$ cat config.mk
export PLATFORM = sky130hd
export DESIGN_NAME = pbmc_top
export DESIGN_NICKNAME = d
export VERILOG_FILES = /design/src/hw/pbmc_pkg.sv /design/src/hw/pbmc_top.sv
export SDC_FILE = /design/constraint.sdc
export NUM_CORES = 1
export LEC_CHECK = 0
export BUFFER_PORTS_ARGS = -buffer_cell sky130_fd_sc_hd__buf_2
export CAP_MARGIN = 20
export CORE_MARGIN = 2
export CORE_UTILIZATION = 35
export CTS_CLUSTER_SIZE = 14
export DETAILED_ROUTE_END_ITERATION = 10
export PLACE_DENSITY = 0.68
export SETUP_SLACK_MARGIN = 0.02
export SLEW_MARGIN = 10
export SYNTH_ARGS = -nofsm -noshare
export SYNTH_HDL_FRONTEND = slang
export SYNTH_SLANG_ARGS = --single-unit
$ cat constraint.sdc
create_clock -name clk_in -period 3 [get_ports clk_in]
set_input_delay 0.3 -clock clk_in [delete_from_list [all_inputs] [get_ports clk_in]]
set_output_delay 0.3 -clock clk_in [all_outputs]
set_load 0.005 [all_outputs]
$ cat src/hw/pbmc_pkg.sv
package pbmc_pkg;

  // ----------------------------------------------------------------
  // Register map
  // ----------------------------------------------------------------
  localparam logic [7:0] PBMC_BMC_OFF   = 8'h00;  // basic_mode_control
  localparam logic [7:0] PBMC_CTL_OFF   = 8'h04;  // fiber mode control
  localparam logic [7:0] PBMC_STAT_OFF  = 8'h08;  // effective operating state

  // ----------------------------------------------------------------
  // Field positions of basic_mode_control
  // ----------------------------------------------------------------
  localparam int PBMC_B_RESET    = 15;
  localparam int PBMC_B_LOOP     = 14;
  localparam int PBMC_B_SPEED    = 13;
  localparam int PBMC_B_ANEG     = 12;
  localparam int PBMC_B_PDOWN    = 11;
  localparam int PBMC_B_ISOLATE  = 10;
  localparam int PBMC_B_DUPLEX   = 8;

  // Field positions of the control register
  localparam int PBMC_C_FIBER    = 0;

  // ----------------------------------------------------------------
  // Reset values and timing
  // ----------------------------------------------------------------
  localparam logic [15:0] PBMC_BMC_RST     = 16'h0000;
  localparam int          PBMC_CLK_MHZ     = 50;
  localparam int          PBMC_SWRST_NS    = 200;
  localparam int          PBMC_SWRST_CYC   = (PBMC_SWRST_NS * PBMC_CLK_MHZ + 999) / 1000;
  localparam logic [1:0]  PBMC_RESP_OKAY   = 2'b00;
  localparam logic [1:0]  PBMC_RESP_SLVERR = 2'b10;

  // ----------------------------------------------------------------
  // Types
  // ----------------------------------------------------------------
  typedef struct packed {
    logic       en;
    logic [3:0] txd;
    logic       tx_en;
  } pbmc_mii_t;

  typedef struct packed {
    logic speed_100;
    logic full_duplex;
    logic aneg_on;
    logic power_down;
    logic isolate;
    logic loopback;
  } pbmc_mode_t;

  typedef enum logic [1:0] {
    PBMC_RUN   = 2'b01,
    PBMC_SWRST = 2'b10
  } pbmc_state_t;

endpackage

$ cat src/hw/pbmc_top.sv
`timescale 1ns/1ps
// What this block does
// - Writing one to reset bit starts reset; reads one until done, then clears.
// - Software reset reloads all strap-derived values like power-on reset.
// - Loopback bit routes MII transmit data back onto MII receive path.
// - With auto-negotiation off, speed bit one gives 100 Mb/s, zero 10 Mb/s.
// - Auto-negotiation enable loads from strap at reset, writable afterwards.
// - Fiber mode enabled forces auto-negotiation enable to zero.
// - Auto-negotiation on makes speed and duplex bits ignored.
// - Auto-negotiation off takes speed and duplex straight from the bits.
// - Power down bit powers down all but the register block.
// - Power down is bit OR active-low pin; pin low also sets the bit.
// - Isolate bit disconnects port from MII; management keeps working.
// - With auto-negotiation off, duplex bit one full, zero half duplex.
module pbmc_top
  import pbmc_pkg::*;
#(
  parameter int SWRST_CYC = PBMC_SWRST_CYC
) (
  // Clock and reset
  input  wire logic        clk_in,
  input  wire logic        rst_n_in,
  // AXI4-Lite write channels
  input  wire logic [7:0]  s_axi_awaddr_in,
  input  wire logic        s_axi_awvalid_in,
  output logic             s_axi_awready_out,
  input  wire logic [31:0] s_axi_wdata_in,
  input  wire logic [3:0]  s_axi_wstrb_in,
  input  wire logic        s_axi_wvalid_in,
  output logic             s_axi_wready_out,
  output logic [1:0]       s_axi_bresp_out,
  output logic             s_axi_bvalid_out,
  input  wire logic        s_axi_bready_in,
  // AXI4-Lite read channels
  input  wire logic [7:0]  s_axi_araddr_in,
  input  wire logic        s_axi_arvalid_in,
  output logic             s_axi_arready_out,
  output logic [31:0]      s_axi_rdata_out,
  output logic [1:0]       s_axi_rresp_out,
  output logic             s_axi_rvalid_out,
  input  wire logic        s_axi_rready_in,
  // Straps and pins
  input  wire logic        strap_aneg_in,
  input  wire logic        strap_speed_in,
  input  wire logic        strap_duplex_in,
  input  wire logic        power_down_request_pin_n_in,
  // MII transmit side from the MAC
  input  wire logic        mii_tx_en_in,
  input  wire logic [3:0]  mii_txd_in,
  // Line receive data
  input  wire logic        line_rx_dv_in,
  input  wire logic [3:0]  line_rxd_in,
  // MII receive side to the MAC
  output logic             mii_rx_dv_out,
  output logic [3:0]       mii_rxd_out,
  output logic             mii_rx_oe_n_out,
  // Line transmit and operating mode
  output logic             line_tx_en_out,
  output logic [3:0]       line_txd_out,
  output pbmc_mode_t       mode_out
);

  // ----------------------------------------------------------------
  // Register state
  // ----------------------------------------------------------------
  logic        loop_r, speed_r, aneg_r, pdown_r, iso_r, duplex_r;
  logic        fiber_r;
  logic [2:0]  pd_sync_r;
  logic        pd_pin_r;
  pbmc_state_t state_r;
  logic [15:0] swrst_cnt_r;
  logic        aw_got_r, w_got_r;
  logic [7:0]  awaddr_r;
  logic [31:0] wdata_r;
  logic [3:0]  wstrb_r;
  logic        strap_load;
  logic        wr_go;
  logic        wr_bmc, wr_ctl;
  logic [15:0] bmc_view;
  logic        swrst_busy;

  // ----------------------------------------------------------------
  // Power down pin synchroniser
  // ----------------------------------------------------------------
  // First stage only synchronises; the decision uses stages two and three
  always_ff @(posedge clk_in) begin
    if (!rst_n_in) begin
      pd_sync_r <= 3'h7;
      pd_pin_r  <= 1'b0;
    end else begin
      pd_sync_r <= {pd_sync_r[1:0], power_down_request_pin_n_in};
      if (pd_sync_r[1] == pd_sync_r[2]) begin
        pd_pin_r <= ~pd_sync_r[2];
      end
    end
  end

  // ----------------------------------------------------------------
  // Software reset sequencer
  // ----------------------------------------------------------------
  assign swrst_busy = (state_r == PBMC_SWRST);
  // Strap values are sampled while reset holds and on the last reset cycle
  assign strap_load = !rst_n_in || (swrst_busy && swrst_cnt_r == 16'h0001);

  always_ff @(posedge clk_in) begin
    if (!rst_n_in) begin
      state_r     <= PBMC_RUN;
      swrst_cnt_r <= 16'h0000;
    end else begin
      unique case (state_r)
        PBMC_RUN: begin
          if (wr_bmc && wstrb_r[1] && wdata_r[PBMC_B_RESET]) begin
            state_r     <= PBMC_SWRST;
            swrst_cnt_r <= 16'(SWRST_CYC);
          end
        end
        PBMC_SWRST: begin
          swrst_cnt_r <= swrst_cnt_r - 16'h0001;
          if (swrst_cnt_r == 16'h0001) begin
            state_r <= PBMC_RUN;
          end
        end
        default: state_r <= PBMC_RUN;
      endcase
    end
  end

  // ----------------------------------------------------------------
  // AXI4-Lite write path
  // ----------------------------------------------------------------
  // Address and data are taken in either order; response once both held
  assign s_axi_awready_out = !aw_got_r && !s_axi_bvalid_out;
  assign s_axi_wready_out  = !w_got_r && !s_axi_bvalid_out;
  assign wr_go  = aw_got_r && w_got_r && !s_axi_bvalid_out;
  assign wr_bmc = wr_go && awaddr_r == PBMC_BMC_OFF && !swrst_busy;
  assign wr_ctl = wr_go && awaddr_r == PBMC_CTL_OFF;

  always_ff @(posedge clk_in) begin
    if (!rst_n_in) begin
      aw_got_r         <= 1'b0;
      w_got_r          <= 1'b0;
      awaddr_r         <= 8'h00;
      wdata_r          <= 32'h0000_0000;
      wstrb_r          <= 4'h0;
      s_axi_bvalid_out <= 1'b0;
      s_axi_bresp_out  <= PBMC_RESP_OKAY;
    end else begin
      if (s_axi_awvalid_in && s_axi_awready_out) begin
        aw_got_r <= 1'b1;
        awaddr_r <= {s_axi_awaddr_in[7:2], 2'b00};
      end
      if (s_axi_wvalid_in && s_axi_wready_out) begin
        w_got_r <= 1'b1;
        wdata_r <= s_axi_wdata_in;
        wstrb_r <= s_axi_wstrb_in;
      end
      if (wr_go) begin
        aw_got_r         <= 1'b0;
        w_got_r          <= 1'b0;
        s_axi_bvalid_out <= 1'b1;
        s_axi_bresp_out  <= (awaddr_r == PBMC_BMC_OFF || awaddr_r == PBMC_CTL_OFF ||
                             awaddr_r == PBMC_STAT_OFF) ? PBMC_RESP_OKAY : PBMC_RESP_SLVERR;
      end else if (s_axi_bready_in) begin
        s_axi_bvalid_out <= 1'b0;
      end
    end
  end

  // ----------------------------------------------------------------
  // Control bits
  // ----------------------------------------------------------------
  // Writes to basic_mode_control during a software reset are dropped, the bank is reinitialising
  always_ff @(posedge clk_in) begin
    if (strap_load) begin
      loop_r   <= 1'b0;
      iso_r    <= 1'b0;
      speed_r  <= strap_speed_in;
      duplex_r <= strap_duplex_in;
      aneg_r   <= strap_aneg_in && !fiber_r;
    end else if (wr_bmc && wstrb_r[1]) begin
      loop_r   <= wdata_r[PBMC_B_LOOP];
      speed_r  <= wdata_r[PBMC_B_SPEED];
      aneg_r   <= wdata_r[PBMC_B_ANEG] && !fiber_r;
      iso_r    <= wdata_r[PBMC_B_ISOLATE];
      duplex_r <= wdata_r[PBMC_B_DUPLEX];
    end else if (fiber_r) begin
      aneg_r <= 1'b0;
    end
  end

  // Pin low wins over a software clear and over the end of a software reset
  always_ff @(posedge clk_in) begin
    if (!rst_n_in) begin
      pdown_r <= 1'b0;
    end else if (pd_pin_r) begin
      pdown_r <= 1'b1;
    end else if (strap_load) begin
      pdown_r <= 1'b0;
    end else if (wr_bmc && wstrb_r[1]) begin
      pdown_r <= wdata_r[PBMC_B_PDOWN];
    end
  end

  // Fiber enable survives software reset, it is a board option
  always_ff @(posedge clk_in) begin
    if (!rst_n_in) begin
      fiber_r <= 1'b0;
    end else if (wr_ctl && wstrb_r[0]) begin
      fiber_r <= wdata_r[PBMC_C_FIBER];
    end
  end

  // ----------------------------------------------------------------
  // AXI4-Lite read path
  // ----------------------------------------------------------------
  always_comb begin
    bmc_view = 16'h0000;
    bmc_view[PBMC_B_RESET]   = swrst_busy;
    bmc_view[PBMC_B_LOOP]    = loop_r;
    bmc_view[PBMC_B_SPEED]   = speed_r;
    bmc_view[PBMC_B_ANEG]    = aneg_r;
    bmc_view[PBMC_B_PDOWN]   = pdown_r;
    bmc_view[PBMC_B_ISOLATE] = iso_r;
    bmc_view[PBMC_B_DUPLEX]  = duplex_r;
  end

  assign s_axi_arready_out = !s_axi_rvalid_out;

  always_ff @(posedge clk_in) begin
    if (!rst_n_in) begin
      s_axi_rvalid_out <= 1'b0;
      s_axi_rdata_out  <= 32'h0000_0000;
      s_axi_rresp_out  <= PBMC_RESP_OKAY;
    end else if (s_axi_arvalid_in && s_axi_arready_out) begin
      s_axi_rvalid_out <= 1'b1;
      s_axi_rresp_out  <= PBMC_RESP_OKAY;
      unique case ({s_axi_araddr_in[7:2], 2'b00})
        PBMC_BMC_OFF:  s_axi_rdata_out <= {16'h0000, bmc_view};
        PBMC_CTL_OFF:  s_axi_rdata_out <= {31'h0, fiber_r};
        PBMC_STAT_OFF: s_axi_rdata_out <= {26'h0, mode_out};
        default: begin
          s_axi_rdata_out <= 32'h0000_0000;
          s_axi_rresp_out <= PBMC_RESP_SLVERR;
        end
      endcase
    end else if (s_axi_rready_in) begin
      s_axi_rvalid_out <= 1'b0;
    end
  end

  // ----------------------------------------------------------------
  // Operating mode
  // ----------------------------------------------------------------
  // Forced mode bits only count with auto-negotiation off
  always_ff @(posedge clk_in) begin
    if (!rst_n_in) begin
      mode_out <= '0;
    end else begin
      mode_out.aneg_on     <= aneg_r;
      mode_out.speed_100   <= aneg_r ? 1'b0 : speed_r;
      mode_out.full_duplex <= aneg_r ? 1'b0 : duplex_r;
      mode_out.power_down  <= pdown_r || pd_pin_r;
      mode_out.isolate     <= iso_r;
      mode_out.loopback    <= loop_r;
    end
  end

  // ----------------------------------------------------------------
  // MII data paths
  // ----------------------------------------------------------------
  // Registered for clean data outputs; power down silences both paths
  always_ff @(posedge clk_in) begin
    if (!rst_n_in) begin
      mii_rx_dv_out   <= 1'b0;
      mii_rxd_out     <= 4'h0;
      mii_rx_oe_n_out <= 1'b1;
      line_tx_en_out  <= 1'b0;
      line_txd_out    <= 4'h0;
    end else if (iso_r || pdown_r || pd_pin_r) begin
      mii_rx_dv_out   <= 1'b0;
      mii_rxd_out     <= 4'h0;
      mii_rx_oe_n_out <= 1'b1;
      line_tx_en_out  <= 1'b0;
      line_txd_out    <= 4'h0;
    end else if (loop_r) begin
      mii_rx_dv_out   <= mii_tx_en_in;
      mii_rxd_out     <= mii_txd_in;
      mii_rx_oe_n_out <= 1'b0;
      line_tx_en_out  <= 1'b0;
      line_txd_out    <= 4'h0;
    end else begin
      mii_rx_dv_out   <= line_rx_dv_in;
      mii_rxd_out     <= line_rxd_in;
      mii_rx_oe_n_out <= 1'b0;
      line_tx_en_out  <= mii_tx_en_in;
      line_txd_out    <= mii_txd_in;
    end
  end
endmodule

==> metrics.cfg <==
[clocking]
clk_path_buf_depth=2
clkTransAtPathRegs_ps=80
cts_root_buffer=clkbuf_8
cts_resized=0
cts_buffers=9
htree_num_levels=3
post-cts-setup-buffers=0
cts.sinks=81
clock_latency_ps=350
cts_tree=built
holdBufCountCts=0

[timing]
timing.fmax_mhz=400
finalSetupViolations=0
period_minus_slack_ps=2500
final_hold_viol_count=0
slew_viol_final=0
hold_ws_ps=127
fin_skew_ps=8.18
rsz0062_at_grt=false
finalCritPeriodShare_pct=83.3
tns_ps=0
tightestPinTransition_ps=941
relSlewSlack_pct=36.4

[yosys]
synth.distinct_cells=50
synth-async-reset-ratio_pct=0
syn_area_sq_um=3340
ys_warn_count=0
synthCells=357
ys_dominant_reg_cell=dfxtp_1
synth_edf_count=3
ys_seq_area_share_pct=49.5
avgSynthCellArea_sq_um=9.35
ys_seq_elements=81

[drt]
avgRoutedWirePerCell_um=13.0
first_pass_iters=4
drc=0
vias_per_cell=4.90
drtIter0Drc=92
drt_wl_total_um=7440
ant_nets=0
vias=2798

[setup_path]
r2r_start=awaddr_r[4]
cp-end-kind=register
cp_cell_sequence=or4_4, or4b_1, o21ai_1, o22ai_1
arrival_ps=2720
start_kind=register
required_ps=3220
rr_worst_depth=4
r2r_end=swrst_cnt_r[7]
max_stage_delay_ps=810
crit_path_top_delay_cell=or4b_1
worstSetupPathType=register to register
r2r_slack_ps=500
crit_fanout=14

[worst_hold_path]
holdPathEnd=pd_sync_r[0]
hp-class=input pin to register
worstHoldPathCells=2
worstHoldStart=power_down_request_pin_n_in

[power_and_ir_drop]
p_comb_share_pct=7.3
ir_worst_vdd_v=0.000324
power_density_nw_per_um2=569
clkPwrFrac_pct=43.2
p_switching_uw=507
p_leak_uw=0.00172
sw_frac_of_total_pct=22.0
seqPwrFrac_pct=49.4
power_uw=2300
p_int_uw=1800

[global_route]
gr-total-overflow=0
globalRouteTotalUtil_pct=14.8
antenna_found_initial=0
grt_pass1_vias=2592
grt_max_degree=26
grt_pass1_wl_um=12000

[final_layout]
fin_cells=571
final_cell_mix=79 x buf_2, 78 x dfxtp_1, 47 x nor2_1
multi_input_area_sq_um=1530
diodes=0
finalNetCount=512
layout-drive-gt1-share_pct=24.9
seqCellArea_sq_um=1650
area.growth.synth_to_final_pct=21.4
layout_commonest_cell=buf_2
n_fill_cell=929
fin_util_pct=43.8

[placed_design]
io_buffers=79
hpwl_um=5420
place_congestion=0.814
dp_cells=555

[floorplanning]
start_util_pct=36.1
pin_count=131
dieHeight_um=102
dieArea_sq_um=10300
placementRows=35
core-area_sq_um=9240
die_x_um=102

[run]
drv_cap=0

[outcome]
status=complete, no violations

## critical path, delay by kind of cell (launching register included)
family | cells | cell delay [ps]
simple gates | 2 | 1360
flops | 1 | 320
compound gates | 2 | 690
## per-stage QoR
stage / worst slack [ps] / area [sq um]
2_1_floorplan: 666 / 3410
3_3_place_gp: 521 / 3790
3_5_place_dp: 491 / 3790
4_1_cts: 502 / 4050
5_1_grt: 365 / 4050
6_report: 500 / 4050
## sequential cells by signal (all words and copies together), names as in the netlist, 2 cells and up
register,cells
awaddr_r,6
line_txd_out,4
mii_rxd_out,4
mode_out,6
pd_sync_r,3
s_axi_rdata_out,13
state_r,2
swrst_cnt_r,16
wdata_r,8
wstrb_r,2
## how the worst max path moves through the flow
stage	from	end	slack (ps)
2_1_floorplan	swrst_cnt_r[0]	duplex_r	670
3_3_place_gp	awaddr_r[4]	swrst_cnt_r[7]	520
3_5_place_dp	awaddr_r[4]	swrst_cnt_r[7]	490
4_1_cts	awaddr_r[4]	swrst_cnt_r[7]	500
5_1_grt	awaddr_r[4]	swrst_cnt_r[8]	360
6_report	awaddr_r[4]	swrst_cnt_r[7]	500
## layer usage
layer | GRT usage [%] | part of all wire [%] | vias up | wire length (um)
met3 | 3.59 | 5.3 | 11 | 394
met5 | 0 | 0 | - | 0
met1 | 18.6 | 45 | 1320 | 3380
li1 | - | - | 1390 | -
met2 | 24.0 | 48 | 77 | 3540
met4 | 6.76 | 1.8 | 0 | 135
## synth_stat cells (2+ instances only)
library cell	number	area [sq um]
mux2i_1	14	140
o22ai_1	2	12.5
o21a_1	2	15.0
nand2b_1	9	56.3
o31a_1	2	17.5
o211ai_1	2	15.0
a21oi_1	19	95.1
nor2_1	47	176
a22oi_1	12	90.1
mux2_4	2	30.0
a211oi_1	2	15.0
and2_1	12	75.1
ha_1	2	25.0
buf_4	22	165
nor3b_1	3	22.5
nor4b_1	3	26.3
o31ai_1	7	52.6
dfxtp_1	78	1560
inv_1	6	22.5
nor3_1	9	45.0
o21bai_1	2	15.0
o21ai_0	2	10.0
nand3b_1	7	52.6
clkbuf_1	12	45.0
or4_4	3	33.8
or4_1	6	45.0
o2111ai_1	3	26.3
nand4_1	4	25.0
and3_1	2	12.5
nand2_1	31	116
edfxtp_1	3	90.1
nor4_1	5	31.3
or3_1	4	25.0
or2_2	2	12.5
## power groups by stage
stage / Combinational [uW] / Clock (uW) / Sequential [uW]
3_5_place_dp: 169 / 0 / 1160
4_1_cts: 170 / 1020 / 1140
2_1_floorplan: 118 / 0 / 1160
3_3_place_gp: 167 / 0 / 1160
5_1_grt: 190 / 1060 / 1140
6_report: 169 / 996 / 1140
## layout make-up
cell class / instances / share of cell area (%)
Sequential cell: 81 / 40.8
Clock inverter: 6 / 2.78
Inverter: 6 / 0.556
Tap cell: 129 / 3.98
Clock buffer: 10 / 3.68
Multi-Input combinational cell: 256 / 37.7
Timing Repair Buffer: 83 / 10.5
## cell families (layout without fill, tap and decap cells)
group / after synthesis / count (layout) / share of synthesized area, %
simple gates: 153 / 153 / 24.1
buf+inv: 40 / 105 / 6.97
mux: 16 / 16 / 5.10
fa+ha+maj: 2 / 2 / 0.750
xor+xnor: 1 / 1 / 0.262
flops: 81 / 81 / 49.5
other cells: 1 / 21 / 0.112
compound gates: 63 / 63 / 13.2
Note: power is estimated with default switching activity, not from simulation.
